<file path="config.mk">
export PLATFORM = sky130hd
export DESIGN_NAME = pbf_port_b_func_sel
export DESIGN_NICKNAME = d
export VERILOG_FILES = /design/src/pbf_pkg.sv /design/src/pbf_port_b_func_sel.sv
export SDC_FILE = /design/constraint.sdc
export NUM_CORES = 1
export LEC_CHECK = 0
export BUFFER_PORTS_ARGS = -buffer_cell sky130_fd_sc_hd__buf_2
export CORE_MARGIN = 8
export CORE_UTILIZATION = 49
export CTS_CLUSTER_SIZE = 40
export DETAILED_ROUTE_END_ITERATION = 16
export PLACE_DENSITY_LB_ADDON = 0.15
export SYNTH_ARGS = -nofsm -noshare
export SYNTH_HDL_FRONTEND = slang
export SYNTH_SLANG_ARGS = --single-unit
</file>
<file path="constraint.sdc">
create_clock -name CLOCK_I -period 1.2 [get_ports CLOCK_I]
set_clock_uncertainty 0.15 [all_clocks]
set_input_delay 0 -clock CLOCK_I [delete_from_list [all_inputs] [get_ports CLOCK_I]]
set_output_delay 0 -clock CLOCK_I [all_outputs]
set_load 0.02 [all_outputs]
</file>
<file path="src/pbf_pkg.sv">
// package: register map, pin mode codes and carriers for the port b function selector
`default_nettype none
package pbf_pkg;
	// register offsets on the plain register port
	localparam logic [3:0] PBF_ADDR_HIGH = 4'h0;
	localparam logic [3:0] PBF_ADDR_LOW = 4'h2;
	// value after power-on reset, all pins general i/o
	localparam logic [15:0] PBF_RESET_VALUE = 16'h0000;
	// all-zero read value for unmapped offsets and idle cycles
	localparam logic [15:0] PBF_READ_IDLE = 16'h0000;
	// pin count of the port
	localparam int PBF_PINS = 16;
	// 2-bit mode code of one pin
	typedef enum logic [1:0] {
		PBF_MODE_GPIO = 2'b00,
		PBF_MODE_ALT1 = 2'b01,
		PBF_MODE_ALT2 = 2'b10,
		PBF_MODE_PATTERN = 2'b11
	} pbf_mode_type;
	// pins where code 01 is a real function (interrupts, timer clocks)
	localparam logic [15:0] PBF_ALT1_VALID = 16'hf0c0;
	// pins where code 10 is a real function
	localparam logic [15:0] PBF_ALT2_VALID = 16'h3fff;
	// code 10 functions that always drive the pin
	localparam logic [15:0] PBF_ALT2_DRIVE = 16'h0ac0;
	// code 10 functions whose direction follows the direction bit
	localparam logic [15:0] PBF_ALT2_DIR = 16'h303f;
	// level seen by a peripheral input while its pin is not selected
	localparam logic [15:0] PBF_IDLE_ALT1 = 16'hf000;
	localparam logic [15:0] PBF_IDLE_ALT2 = 16'h3500;
	// outputs of the timer unit toward the pins
	typedef struct packed {
		logic cmp_xb;
		logic cmp_xa;
		logic [5:0] capcomp;
	} pbf_timer_out_type;
	// inputs of the timer unit from the pins
	typedef struct packed {
		logic ext_clk_d;
		logic ext_clk_c;
		logic [5:0] capcomp;
	} pbf_timer_in_type;
	// serial channel outputs toward the pins
	typedef struct packed {
		logic clk1;
		logic clk0;
		logic tx1;
		logic tx0;
	} pbf_serial_out_type;
	// serial channel inputs from the pins
	typedef struct packed {
		logic clk1;
		logic clk0;
		logic rx1;
		logic rx0;
	} pbf_serial_in_type;
endpackage : pbf_pkg
`default_nettype wire

</file>
<file path="src/pbf_port_b_func_sel.sv">
// module: function select registers and pin multiplexer of port b
`timescale 1ns/1ns
`default_nettype none

module pbf_port_b_func_sel (
	// clock and power-on reset
	input wire logic CLOCK_I,
	input wire logic ARST_N_I,
	// register port
	input wire logic WR_I,
	input wire logic RD_I,
	input wire logic [3:0] ADDR_I,
	input wire logic [15:0] WR_DATA_I,
	output logic [15:0] RD_DATA_O,
	// neighbouring direction and data registers
	input wire logic [15:0] DIR_I,
	input wire logic [15:0] GPIO_OUT_I,
	output logic [15:0] GPIO_IN_O,
	// pads
	input wire logic [15:0] PAD_I,
	output logic [15:0] PAD_O,
	output logic [15:0] PAD_OE_N_O,
	// peripheral outputs toward the pads
	input wire logic [15:0] PATTERN_I,
	input wire pbf_pkg::pbf_timer_out_type TIMER_OUT_I,
	input wire pbf_pkg::pbf_serial_out_type SERIAL_OUT_I,
	// peripheral inputs from the pads
	output logic [3:0] EXT_INT_REQ_O,
	output var pbf_pkg::pbf_timer_in_type TIMER_IN_O,
	output var pbf_pkg::pbf_serial_in_type SERIAL_IN_O
);

	logic [15:0] func_high; // pins 15..8, two bits each
	logic [15:0] func_low; // pins 7..0, two bits each
	logic [15:0] pad_meta; // first synchroniser stage
	logic [15:0] pad_sync; // second synchroniser stage
	wire [31:0] func_sel; // pin i mode at bits 2i+1:2i
	wire hit_high; // address selects upper register
	wire hit_low; // address selects lower register
	wire [15:0] next_rd; // read mux
	wire [15:0] alt2_out; // code 10 output per pin
	wire [15:0] is_alt1; // pin uses a valid code 01 function
	wire [15:0] is_alt2; // pin uses a valid code 10 function
	wire [15:0] is_pat; // pin shows the pattern output
	wire [15:0] is_gpio; // pin behaves as general i/o
	wire [15:0] next_pad; // next pad level
	wire [15:0] next_drive; // next pad drive enable, high drives
	wire [15:0] next_in1; // next code 01 peripheral inputs
	wire [15:0] next_in2; // next code 10 peripheral inputs

	// register decode
	assign hit_high = (ADDR_I == pbf_pkg::PBF_ADDR_HIGH);
	assign hit_low = (ADDR_I == pbf_pkg::PBF_ADDR_LOW);
	// upper register holds the top pins
	assign func_sel = {func_high, func_low};
	// read mux, unmapped offsets read zero
	assign next_rd = hit_high ? func_high : (hit_low ? func_low : pbf_pkg::PBF_READ_IDLE);

	// code 10 output sources, one bit per pin
	assign alt2_out[15] = 1'b0; // reserved
	assign alt2_out[14] = 1'b0; // reserved
	assign alt2_out[13] = SERIAL_OUT_I.clk1;
	assign alt2_out[12] = SERIAL_OUT_I.clk0;
	assign alt2_out[11] = SERIAL_OUT_I.tx1;
	assign alt2_out[10] = 1'b0;
	assign alt2_out[9] = SERIAL_OUT_I.tx0;
	assign alt2_out[8] = 1'b0;
	assign alt2_out[7] = TIMER_OUT_I.cmp_xb;
	assign alt2_out[6] = TIMER_OUT_I.cmp_xa;
	assign alt2_out[5] = TIMER_OUT_I.capcomp[5];
	assign alt2_out[4] = TIMER_OUT_I.capcomp[4];
	assign alt2_out[3] = TIMER_OUT_I.capcomp[3];
	assign alt2_out[2] = TIMER_OUT_I.capcomp[2];
	assign alt2_out[1] = TIMER_OUT_I.capcomp[1];
	assign alt2_out[0] = TIMER_OUT_I.capcomp[0];

	// per-pin mode decode and pad selection
	genvar i;
	generate
		for (i = 0; i < pbf_pkg::PBF_PINS; i = i + 1) begin : g_pin
			wire [1:0] pin_mode; // this pin's field
			assign pin_mode = func_sel[2*i+1:2*i];
			// reserved codes fall back to general i/o
			assign is_alt1[i] = (pin_mode == pbf_pkg::PBF_MODE_ALT1) && pbf_pkg::PBF_ALT1_VALID[i];
			assign is_alt2[i] = (pin_mode == pbf_pkg::PBF_MODE_ALT2) && pbf_pkg::PBF_ALT2_VALID[i];
			assign is_pat[i] = (pin_mode == pbf_pkg::PBF_MODE_PATTERN);
			assign is_gpio[i] = !is_alt1[i] && !is_alt2[i] && !is_pat[i];
			// pattern first, then code 10 source, else data register
			assign next_pad[i] = is_pat[i] ? PATTERN_I[i] : (is_alt2[i] ? alt2_out[i] : GPIO_OUT_I[i]);
			// drive: pattern always, code 10 per kind, gpio per direction
			assign next_drive[i] = is_pat[i]
				|| (is_alt2[i] && (pbf_pkg::PBF_ALT2_DRIVE[i] || (pbf_pkg::PBF_ALT2_DIR[i] && DIR_I[i])))
				|| (is_gpio[i] && DIR_I[i]);
			// peripheral inputs see the pad only while selected
			assign next_in1[i] = is_alt1[i] ? pad_sync[i] : pbf_pkg::PBF_IDLE_ALT1[i];
			assign next_in2[i] = is_alt2[i] ? pad_sync[i] : pbf_pkg::PBF_IDLE_ALT2[i];
		end
	endgenerate

	// function registers, cleared by power-on reset only
	always_ff @(posedge CLOCK_I or negedge ARST_N_I) begin
		if (!ARST_N_I) begin
			func_high <= pbf_pkg::PBF_RESET_VALUE;
			func_low <= pbf_pkg::PBF_RESET_VALUE;
		end else if (WR_I && hit_high) begin
			func_high <= WR_DATA_I;
		end else if (WR_I && hit_low) begin
			func_low <= WR_DATA_I;
		end
	end

	// read data stands one cycle after the strobe only
	always_ff @(posedge CLOCK_I or negedge ARST_N_I) begin
		if (!ARST_N_I) begin
			RD_DATA_O <= pbf_pkg::PBF_READ_IDLE;
		end else begin
			RD_DATA_O <= RD_I ? next_rd : pbf_pkg::PBF_READ_IDLE;
		end
	end

	// two-stage pad synchroniser
	always_ff @(posedge CLOCK_I or negedge ARST_N_I) begin
		if (!ARST_N_I) begin
			pad_meta <= 16'h0000;
			pad_sync <= 16'h0000;
		end else begin
			pad_meta <= PAD_I;
			pad_sync <= pad_meta;
		end
	end

	// registered pad side, enable low means driving
	always_ff @(posedge CLOCK_I or negedge ARST_N_I) begin
		if (!ARST_N_I) begin
			PAD_O <= 16'h0000;
			PAD_OE_N_O <= 16'hffff;
		end else begin
			PAD_O <= next_pad;
			PAD_OE_N_O <= ~next_drive;
		end
	end

	// registered peripheral inputs and pin status
	always_ff @(posedge CLOCK_I or negedge ARST_N_I) begin
		if (!ARST_N_I) begin
			GPIO_IN_O <= 16'h0000;
			EXT_INT_REQ_O <= 4'hf;
			TIMER_IN_O <= '0;
			SERIAL_IN_O <= '0;
		end else begin
			GPIO_IN_O <= pad_sync;
			EXT_INT_REQ_O[3] <= next_in1[15];
			EXT_INT_REQ_O[2] <= next_in1[14];
			EXT_INT_REQ_O[1] <= next_in1[13];
			EXT_INT_REQ_O[0] <= next_in1[12];
			SERIAL_IN_O.clk1 <= next_in2[13];
			SERIAL_IN_O.clk0 <= next_in2[12];
			SERIAL_IN_O.rx1 <= next_in2[10];
			SERIAL_IN_O.rx0 <= next_in2[8];
			TIMER_IN_O.ext_clk_d <= next_in1[7];
			TIMER_IN_O.ext_clk_c <= next_in1[6];
			TIMER_IN_O.capcomp <= next_in2[5:0];
		end
	end

	// checks on the multiplexer, one cycle from mode to pad
	a_pin15_irq: assert property (@(posedge CLOCK_I) disable iff (!ARST_N_I)
		(func_sel[31:30] == 2'b01) |=> (EXT_INT_REQ_O[3] == $past(pad_sync[15])) && PAD_OE_N_O[15])
		else $error("pin 15 irq path wrong");

	a_pin14_reserved: assert property (@(posedge CLOCK_I) disable iff (!ARST_N_I)
		(func_sel[29:28] == 2'b10) |=> (PAD_OE_N_O[14] == !$past(DIR_I[14]))
		&& (PAD_O[14] == $past(GPIO_OUT_I[14])))
		else $error("pin 14 reserved code not gpio");

	a_pin13_sck_in: assert property (@(posedge CLOCK_I) disable iff (!ARST_N_I)
		(func_sel[27:26] == 2'b10) |=> (SERIAL_IN_O.clk1 == $past(pad_sync[13])))
		else $error("pin 13 serial clock input wrong");

	a_pin12_pattern: assert property (@(posedge CLOCK_I) disable iff (!ARST_N_I)
		(func_sel[25:24] == 2'b11) |=> (PAD_O[12] == $past(PATTERN_I[12])) && !PAD_OE_N_O[12])
		else $error("pin 12 pattern output wrong");

	a_pin11_tx: assert property (@(posedge CLOCK_I) disable iff (!ARST_N_I)
		(func_sel[23:22] == 2'b10) |=> (PAD_O[11] == $past(SERIAL_OUT_I.tx1)) && !PAD_OE_N_O[11])
		else $error("pin 11 transmit output wrong");

	a_pin10_rx: assert property (@(posedge CLOCK_I) disable iff (!ARST_N_I)
		(func_sel[21:20] == 2'b10) |=> PAD_OE_N_O[10] && (SERIAL_IN_O.rx1 == $past(pad_sync[10])))
		else $error("pin 10 receive input wrong");

	a_pin9_reserved: assert property (@(posedge CLOCK_I) disable iff (!ARST_N_I)
		(func_sel[19:18] == 2'b01) |=> (PAD_OE_N_O[9] == !$past(DIR_I[9]))
		&& (PAD_O[9] == $past(GPIO_OUT_I[9])))
		else $error("pin 9 reserved code not gpio");

	a_pin8_rx: assert property (@(posedge CLOCK_I) disable iff (!ARST_N_I)
		(func_sel[17:16] == 2'b10) |=> PAD_OE_N_O[8] && (SERIAL_IN_O.rx0 == $past(pad_sync[8])))
		else $error("pin 8 receive input wrong");

	a_pin7_tclk: assert property (@(posedge CLOCK_I) disable iff (!ARST_N_I)
		(func_sel[15:14] == 2'b01) |=> PAD_OE_N_O[7] && (TIMER_IN_O.ext_clk_d == $past(pad_sync[7])))
		else $error("pin 7 timer clock input wrong");

	a_pin6_compare: assert property (@(posedge CLOCK_I) disable iff (!ARST_N_I)
		(func_sel[13:12] == 2'b10) |=> (PAD_O[6] == $past(TIMER_OUT_I.cmp_xa)) && !PAD_OE_N_O[6])
		else $error("pin 6 compare output wrong");

	a_pin5_capcomp: assert property (@(posedge CLOCK_I) disable iff (!ARST_N_I)
		(func_sel[11:10] == 2'b10) |=> (PAD_OE_N_O[5] == !$past(DIR_I[5]))
		&& (PAD_O[5] == $past(TIMER_OUT_I.capcomp[5])))
		else $error("pin 5 capture compare wrong");

	a_pin4_capture: assert property (@(posedge CLOCK_I) disable iff (!ARST_N_I)
		(func_sel[9:8] == 2'b10) |=> (TIMER_IN_O.capcomp[4] == $past(pad_sync[4])))
		else $error("pin 4 capture input wrong");

	a_pin3_pattern: assert property (@(posedge CLOCK_I) disable iff (!ARST_N_I)
		(func_sel[7:6] == 2'b11) |=> (PAD_O[3] == $past(PATTERN_I[3])) && !PAD_OE_N_O[3])
		else $error("pin 3 pattern output wrong");

	a_pin2_reserved: assert property (@(posedge CLOCK_I) disable iff (!ARST_N_I)
		(func_sel[5:4] == 2'b01) |=> (PAD_OE_N_O[2] == !$past(DIR_I[2]))
		&& (TIMER_IN_O.capcomp[2] == 1'b0))
		else $error("pin 2 reserved code not gpio");

	a_pin1_capcomp: assert property (@(posedge CLOCK_I) disable iff (!ARST_N_I)
		(func_sel[3:2] == 2'b10) && DIR_I[1] |=> !PAD_OE_N_O[1]
		&& (PAD_O[1] == $past(TIMER_OUT_I.capcomp[1])))
		else $error("pin 1 capture compare output wrong");

	a_pin0_capture: assert property (@(posedge CLOCK_I) disable iff (!ARST_N_I)
		(func_sel[1:0] == 2'b10) && !DIR_I[0] |=> PAD_OE_N_O[0]
		&& (TIMER_IN_O.capcomp[0] == $past(pad_sync[0])))
		else $error("pin 0 capture input wrong");

	// write then read returns the written value
	a_write_read_back: assert property (@(posedge CLOCK_I) disable iff (!ARST_N_I)
		(WR_I && hit_high) ##1 (RD_I && hit_high) |=> (RD_DATA_O == $past(WR_DATA_I, 2)))
		else $error("upper register read back wrong");

	// a lower write leaves the upper pins alone
	a_low_no_high: assert property (@(posedge CLOCK_I) disable iff (!ARST_N_I)
		(WR_I && hit_low) |=> $stable(func_high) && (func_low == $past(WR_DATA_I)))
		else $error("lower write disturbed upper register");

	// without a write the settings hold
	a_hold_no_write: assert property (@(posedge CLOCK_I) disable iff (!ARST_N_I)
		!WR_I |=> $stable(func_sel))
		else $error("function select changed without write");

	// gpio pin follows its direction bit
	// sampled reset gates the release edge, whose pads still hold reset values
	a_gpio_direction: assert property (@(posedge CLOCK_I) disable iff (!ARST_N_I)
		ARST_N_I && (func_sel[21:20] == 2'b00) |=> (PAD_OE_N_O[10] == !$past(DIR_I[10]))
		&& (PAD_O[10] == $past(GPIO_OUT_I[10])))
		else $error("gpio pin direction wrong");

	// pins 15 to 12 as interrupt, serial clock or pattern pins
	a_pin15_pattern: assert property (@(posedge CLOCK_I) disable iff (!ARST_N_I)
		(func_sel[31:30] == 2'b11) |=> (PAD_O[15] == $past(PATTERN_I[15])) && !PAD_OE_N_O[15])
		else $error("pin 15 pattern output wrong");

	a_pin15_reserved: assert property (@(posedge CLOCK_I) disable iff (!ARST_N_I)
		(func_sel[31:30] == 2'b10) |=> (PAD_OE_N_O[15] == !$past(DIR_I[15]))
		&& (PAD_O[15] == $past(GPIO_OUT_I[15])))
		else $error("pin 15 reserved code not gpio");

	a_pin14_irq: assert property (@(posedge CLOCK_I) disable iff (!ARST_N_I)
		(func_sel[29:28] == 2'b01) |=> (EXT_INT_REQ_O[2] == $past(pad_sync[14])) && PAD_OE_N_O[14])
		else $error("pin 14 interrupt path wrong");

	a_pin13_irq: assert property (@(posedge CLOCK_I) disable iff (!ARST_N_I)
		(func_sel[27:26] == 2'b01) |=> (EXT_INT_REQ_O[1] == $past(pad_sync[13])) && PAD_OE_N_O[13])
		else $error("pin 13 interrupt path wrong");

	a_pin13_sck_out: assert property (@(posedge CLOCK_I) disable iff (!ARST_N_I)
		(func_sel[27:26] == 2'b10) && DIR_I[13] |=> !PAD_OE_N_O[13]
		&& (PAD_O[13] == $past(SERIAL_OUT_I.clk1)))
		else $error("pin 13 serial clock output wrong");

	a_pin12_irq: assert property (@(posedge CLOCK_I) disable iff (!ARST_N_I)
		(func_sel[25:24] == 2'b01) |=> (EXT_INT_REQ_O[0] == $past(pad_sync[12])) && PAD_OE_N_O[12])
		else $error("pin 12 interrupt path wrong");

	a_pin12_sck: assert property (@(posedge CLOCK_I) disable iff (!ARST_N_I)
		(func_sel[25:24] == 2'b10) |=> (PAD_OE_N_O[12] == !$past(DIR_I[12]))
		&& (SERIAL_IN_O.clk0 == $past(pad_sync[12])))
		else $error("pin 12 serial clock wrong");

	// pins 11 to 6 as serial data, timer clock or compare pins
	a_pin11_reserved: assert property (@(posedge CLOCK_I) disable iff (!ARST_N_I)
		(func_sel[23:22] == 2'b01) |=> (PAD_OE_N_O[11] == !$past(DIR_I[11]))
		&& (PAD_O[11] == $past(GPIO_OUT_I[11])))
		else $error("pin 11 reserved code not gpio");

	a_pin9_tx: assert property (@(posedge CLOCK_I) disable iff (!ARST_N_I)
		(func_sel[19:18] == 2'b10) |=> (PAD_O[9] == $past(SERIAL_OUT_I.tx0)) && !PAD_OE_N_O[9])
		else $error("pin 9 transmit output wrong");

	a_pin7_compare: assert property (@(posedge CLOCK_I) disable iff (!ARST_N_I)
		(func_sel[15:14] == 2'b10) |=> (PAD_O[7] == $past(TIMER_OUT_I.cmp_xb)) && !PAD_OE_N_O[7])
		else $error("pin 7 compare output wrong");

	a_pin6_tclk: assert property (@(posedge CLOCK_I) disable iff (!ARST_N_I)
		(func_sel[13:12] == 2'b01) |=> PAD_OE_N_O[6] && (TIMER_IN_O.ext_clk_c == $past(pad_sync[6])))
		else $error("pin 6 timer clock input wrong");

	// pins 5 to 2 as capture compare pins
	a_pin5_capture: assert property (@(posedge CLOCK_I) disable iff (!ARST_N_I)
		(func_sel[11:10] == 2'b10) && !DIR_I[5] |=> PAD_OE_N_O[5]
		&& (TIMER_IN_O.capcomp[5] == $past(pad_sync[5])))
		else $error("pin 5 capture input wrong");

	a_pin3_capcomp: assert property (@(posedge CLOCK_I) disable iff (!ARST_N_I)
		(func_sel[7:6] == 2'b10) |=> (PAD_OE_N_O[3] == !$past(DIR_I[3]))
		&& (PAD_O[3] == $past(TIMER_OUT_I.capcomp[3])))
		else $error("pin 3 capture compare wrong");

	a_pin2_capture: assert property (@(posedge CLOCK_I) disable iff (!ARST_N_I)
		(func_sel[5:4] == 2'b10) |=> (TIMER_IN_O.capcomp[2] == $past(pad_sync[2])))
		else $error("pin 2 capture input wrong");

	// deselected peripheral inputs rest at their idle levels
	a_irq_idle: assert property (@(posedge CLOCK_I) disable iff (!ARST_N_I)
		ARST_N_I && (func_sel[31:30] != 2'b01) |=> EXT_INT_REQ_O[3])
		else $error("deselected interrupt input not idle");

	a_capcomp_idle: assert property (@(posedge CLOCK_I) disable iff (!ARST_N_I)
		ARST_N_I && (func_sel[1:0] != 2'b10) |=> !TIMER_IN_O.capcomp[0])
		else $error("deselected capture input not idle");

	// register port: read data stands one cycle, zero otherwise
	a_read_high: assert property (@(posedge CLOCK_I) disable iff (!ARST_N_I)
		RD_I && hit_high |=> (RD_DATA_O == $past(func_high)))
		else $error("upper register read wrong");

	a_read_low: assert property (@(posedge CLOCK_I) disable iff (!ARST_N_I)
		RD_I && hit_low |=> (RD_DATA_O == $past(func_low)))
		else $error("lower register read wrong");

	a_read_idle: assert property (@(posedge CLOCK_I) disable iff (!ARST_N_I)
		!RD_I |=> (RD_DATA_O == pbf_pkg::PBF_READ_IDLE))
		else $error("read data not zero outside a read");

	a_high_no_low: assert property (@(posedge CLOCK_I) disable iff (!ARST_N_I)
		(WR_I && hit_high) |=> $stable(func_low) && (func_high == $past(WR_DATA_I)))
		else $error("upper write disturbed lower register");

	// power-on reset clears both registers and releases every pad
	a_reset_clears: assert property (@(posedge CLOCK_I)
		!ARST_N_I |=> (func_sel == 32'h00000000) && (PAD_OE_N_O == 16'hffff))
		else $error("power-on reset left a register or pad set");

	// pad levels reach the pin status three edges later
	a_pad_sync_delay: assert property (@(posedge CLOCK_I) disable iff (!ARST_N_I)
		ARST_N_I [*3] |=> (GPIO_IN_O == $past(PAD_I, 3)))
		else $error("pad input path latency wrong");

endmodule : pbf_port_b_func_sel
`default_nettype wire

</file>
==> results.md <==
- Status: complete, but fails checks
- Failing checks: hold timing, setup timing
- DR vias/cell: 4.89
- Number of fill cells: 432
- Worst slew pin tran: 0.355 ns
- Clock Power Share: 38.5%
- Met3 wire length: 1270 microns
- Vias: roughly 3.8k
- Row cnt: 36
- # hold bufs at CTS: about 130
- Die H: 116 microns
- Worst hold-check path type: in2async
- Largest net degree at the start of global routing: 35
- GP Congestion: 0.755
- Dpl hpwl: 8340 microns
- Die area: 13400 sq um
- # diodes: 0
- Final setup fails: 29
- Max clock buf depth: 2
- Worst slew margin: 76.3%
- Core area: ~10000 sq um
- Nets: 740
- Post-DR wirelength/cell: 20.7 microns
- Switching Share: a little over a quarter
- RSZ-0062 raised after global routing: true
- Yosys reg bits: ~140
- Final Cycle Share: 112%
- Antenna violations before repair: 0
- WL final: 16300 microns
- Global-route wire length before repair: 23900 microns
- GRT Overall Usage: 23.9%
- Maximum clock rate: 0.746 GHz
- Mapped Nets: 405
- Worst path arrival time: 1.19 ns
- Final Power: 14.6 mW
- Worst-path clk slew: 0.07 ns
- Critical path cell sequence: buf_6
- Initial drt markers: roughly 230
- Crit Path Max Fanout: 1
- Crit Path Category: reg2out
- Worst Setup End Kind: output pin
- Worst Setup Start Kind: flop
- CP max stage cell: dfstp_2
- Max IR drop VDD: approximately 1.2 mV
- Sequential power share: a little over two fifths
- Pwr dens: 1730 nW/um^2
- Fin worst setup slack: -0.141 ns
- Antenna-violating nets left: 0
- Max-Cap Viols: 0
- Sequential share of the synthesized area: 74.1%
- Buf/Inv on CP: 1
- Die Wd: 116 microns
- Met2 WL post-DR: 8640 microns
- Logic pwr share: 19.3%
- Worst path required time: around 1.1 ns
- CP top delay family: flip-flops
- Num ports: 180
- Post-Syn Instances: 305
- Initial Util: 50.3%
- Area growth, synth to finish: 73.3%
- Period minus WS final: 1.34 ns
- Max-slew violation count: 0
- Count of cell types in the netlist: 21
- Final Hold Viols: 59
- CTS sink cnt: between 100 and 150
- Skew-Pair Late Insertion Delay: 0.52 ns
- YS warnings: 0
- CTS tree: built
- Max Used Layer: met4
- Vias in the first global route: 4453
- Synth Cell Area: roughly 4900 sq um
- P_sw: 3.89 mW
- Post-CTS setup buffers: 0
- M1 WL: 6000 microns
- Overflow after GRT: 0
- # port buffers: 179
- Pint: between 10 and 15 mW
- First-pass iteration count of the detailed router: 4
- Crit-path max cell delay: 0.54 ns
- Root buffer cell: clkbuf_8
- Leak: 4.06 nW
- Post-synthesis average cell area: 16.1 sq um
- CTS Buf Count: 17
- H-tree depth: 4
- Hold Worst Slack: -0.211 ns
- Ratio of cells with drive above 1 in the final layout: 44.4%
- Drc violations: 0
## layout by cell type, fill, tap and decap left out, types with 3 or more instances in the layout
master	count
dlygate4sd3_1	125
dfrtp_1	124
buf_2	98
buf_6	81
nor2_1	36
mux2i_1	34
mux2_2	24
dfstp_2	20
a21oi_1	20
clkbuf_16	16
buf_4	14
mux2_4	10
nand2_1	8
bufinv_16	5
buf_12	5
inv_1	4
or3b_2	4
and3b_1	4
clkinv_2	3
clkinvlp_4	3
## power by group through the flow
| stage | combinational [mW] | sequential (mW) | clock, mW |
|---|---|---|---|
| 6_report | 2.83 | 6.18 | 5.63 |
| 5_1_grt | 3.00 | 6.24 | 5.91 |
| 4_1_cts | 2.68 | 6.10 | 5.62 |
| 2_1_floorplan | 0.699 | 6.45 | 0 |
| 3_5_place_dp | 2.03 | 6.10 | 0 |
| 3_3_place_gp | 1.98 | 6.07 | 0 |
## layer usage
| layer | global-route usage [%] | vias to the layer above |
|---|---|---|
| met5 | 0 | - |
| met2 | 42.2 | 162 |
| met3 | 8.75 | 33 |
| met1 | 26.2 | 1944 |
| li1 | - | 1707 |
| met4 | 7.52 | 0 |
## sequential cells by signal (all words and copies together) (netlist names)
name / cells
PAD_OE_N_O: 16
pad_meta: 16
EXT_INT_REQ_O: 4
PAD_O: 16
SERIAL_IN_O: 4
TIMER_IN_O: 8
GPIO_IN_O: 16
RD_DATA_O: 16
func_low: 16
pad_sync: 16
func_high: 16
## final timing paths
| check | endpoint | depth (start not counted) | slack [ns] | from |
|---|---|---|---|---|
| min | GPIO_IN_O[0] | 2 | -0.21 | ARST_N_I |
| min reg2reg | pad_sync[7] | 0 | 0.20 | pad_meta[7] |
| min in group CLOCK_I | func_low[9] | 5 | -0.08 | ADDR_I[2] |
| max reg2reg | PAD_O[14] | 2 | -0.02 | func_high[12] |
| max | PAD_OE_N_O[10] | 1 | -0.14 | PAD_OE_N_O[10] |
| max in group asynchronous | PAD_OE_N_O[3] | 3 | 0.54 | ARST_N_I |
## Yosys cell counts
cell     instances  area share (%)
nand3_1          2            0.20
buf_12           1            0.41
buf_2            3            0.31
buf_6            3            0.69
and3b_1          4            0.72
nand2_2          1            0.13
or4b_1           1            0.20
dfstp_2         20              11
or3b_2           4            0.72
mux2_2          24             5.5
mux2i_1         34             6.9
mux2_4          10             3.1
nor2b_4          1            0.28
nor4b_4          1            0.49
dfrtp_1        124              63
nor2_1          36             2.8
nand2_1          8            0.61
nor3b_1          2            0.31
o21ai_0          2            0.20
a21oi_1         20             2.0
inv_1            4            0.31
## per-stage QoR
step | cell area [sq um] | cells | worst slack [ns] | utilization [%] | setup TNS [ns]
detailed placement | 6100 | 629 | -0.222 | 62.7 | -4.09
floorplan | 4900 | 305 | -0.0869 | - | -0.869
finish | 8490 | 786 | -0.141 | 87.2 | -2.47
global route | 8490 | 786 | -0.175 | 87.2 | -4.39
global placement | 6100 | 629 | -0.214 | 62.7 | -3.64
CTS | 8420 | 786 | -0.140 | 86.5 | -2.82
## final cells by class
class	count	area (sq um)	area share, %
clock inverters	14	214	2.52
well taps	133	166	1.96
inverters	4	15.0	0.177
repair buffers	323	2860	33.7
multi-input cells	150	1180	14.0
flip-flops and latches	144	3630	42.8
clock buffers	18	418	4.92
## timing repair
action	in CTS	in global routing
hold endpoints to repair	240	59
cloned	0	0
gates resized for setup	138	22
endpoints found under the setup margin	69	80
## kinds of logic (layout without fill, tap and decap cells)
kind of cell	Yosys count	count (layout)	synth area share (%)
compound gates	22	22	2.25
buf+inv	11	359	1.71
simple gates	60	60	6.41
mux	68	68	15.5
flops	144	144	74.1
(Power assumes the default switching activity.)
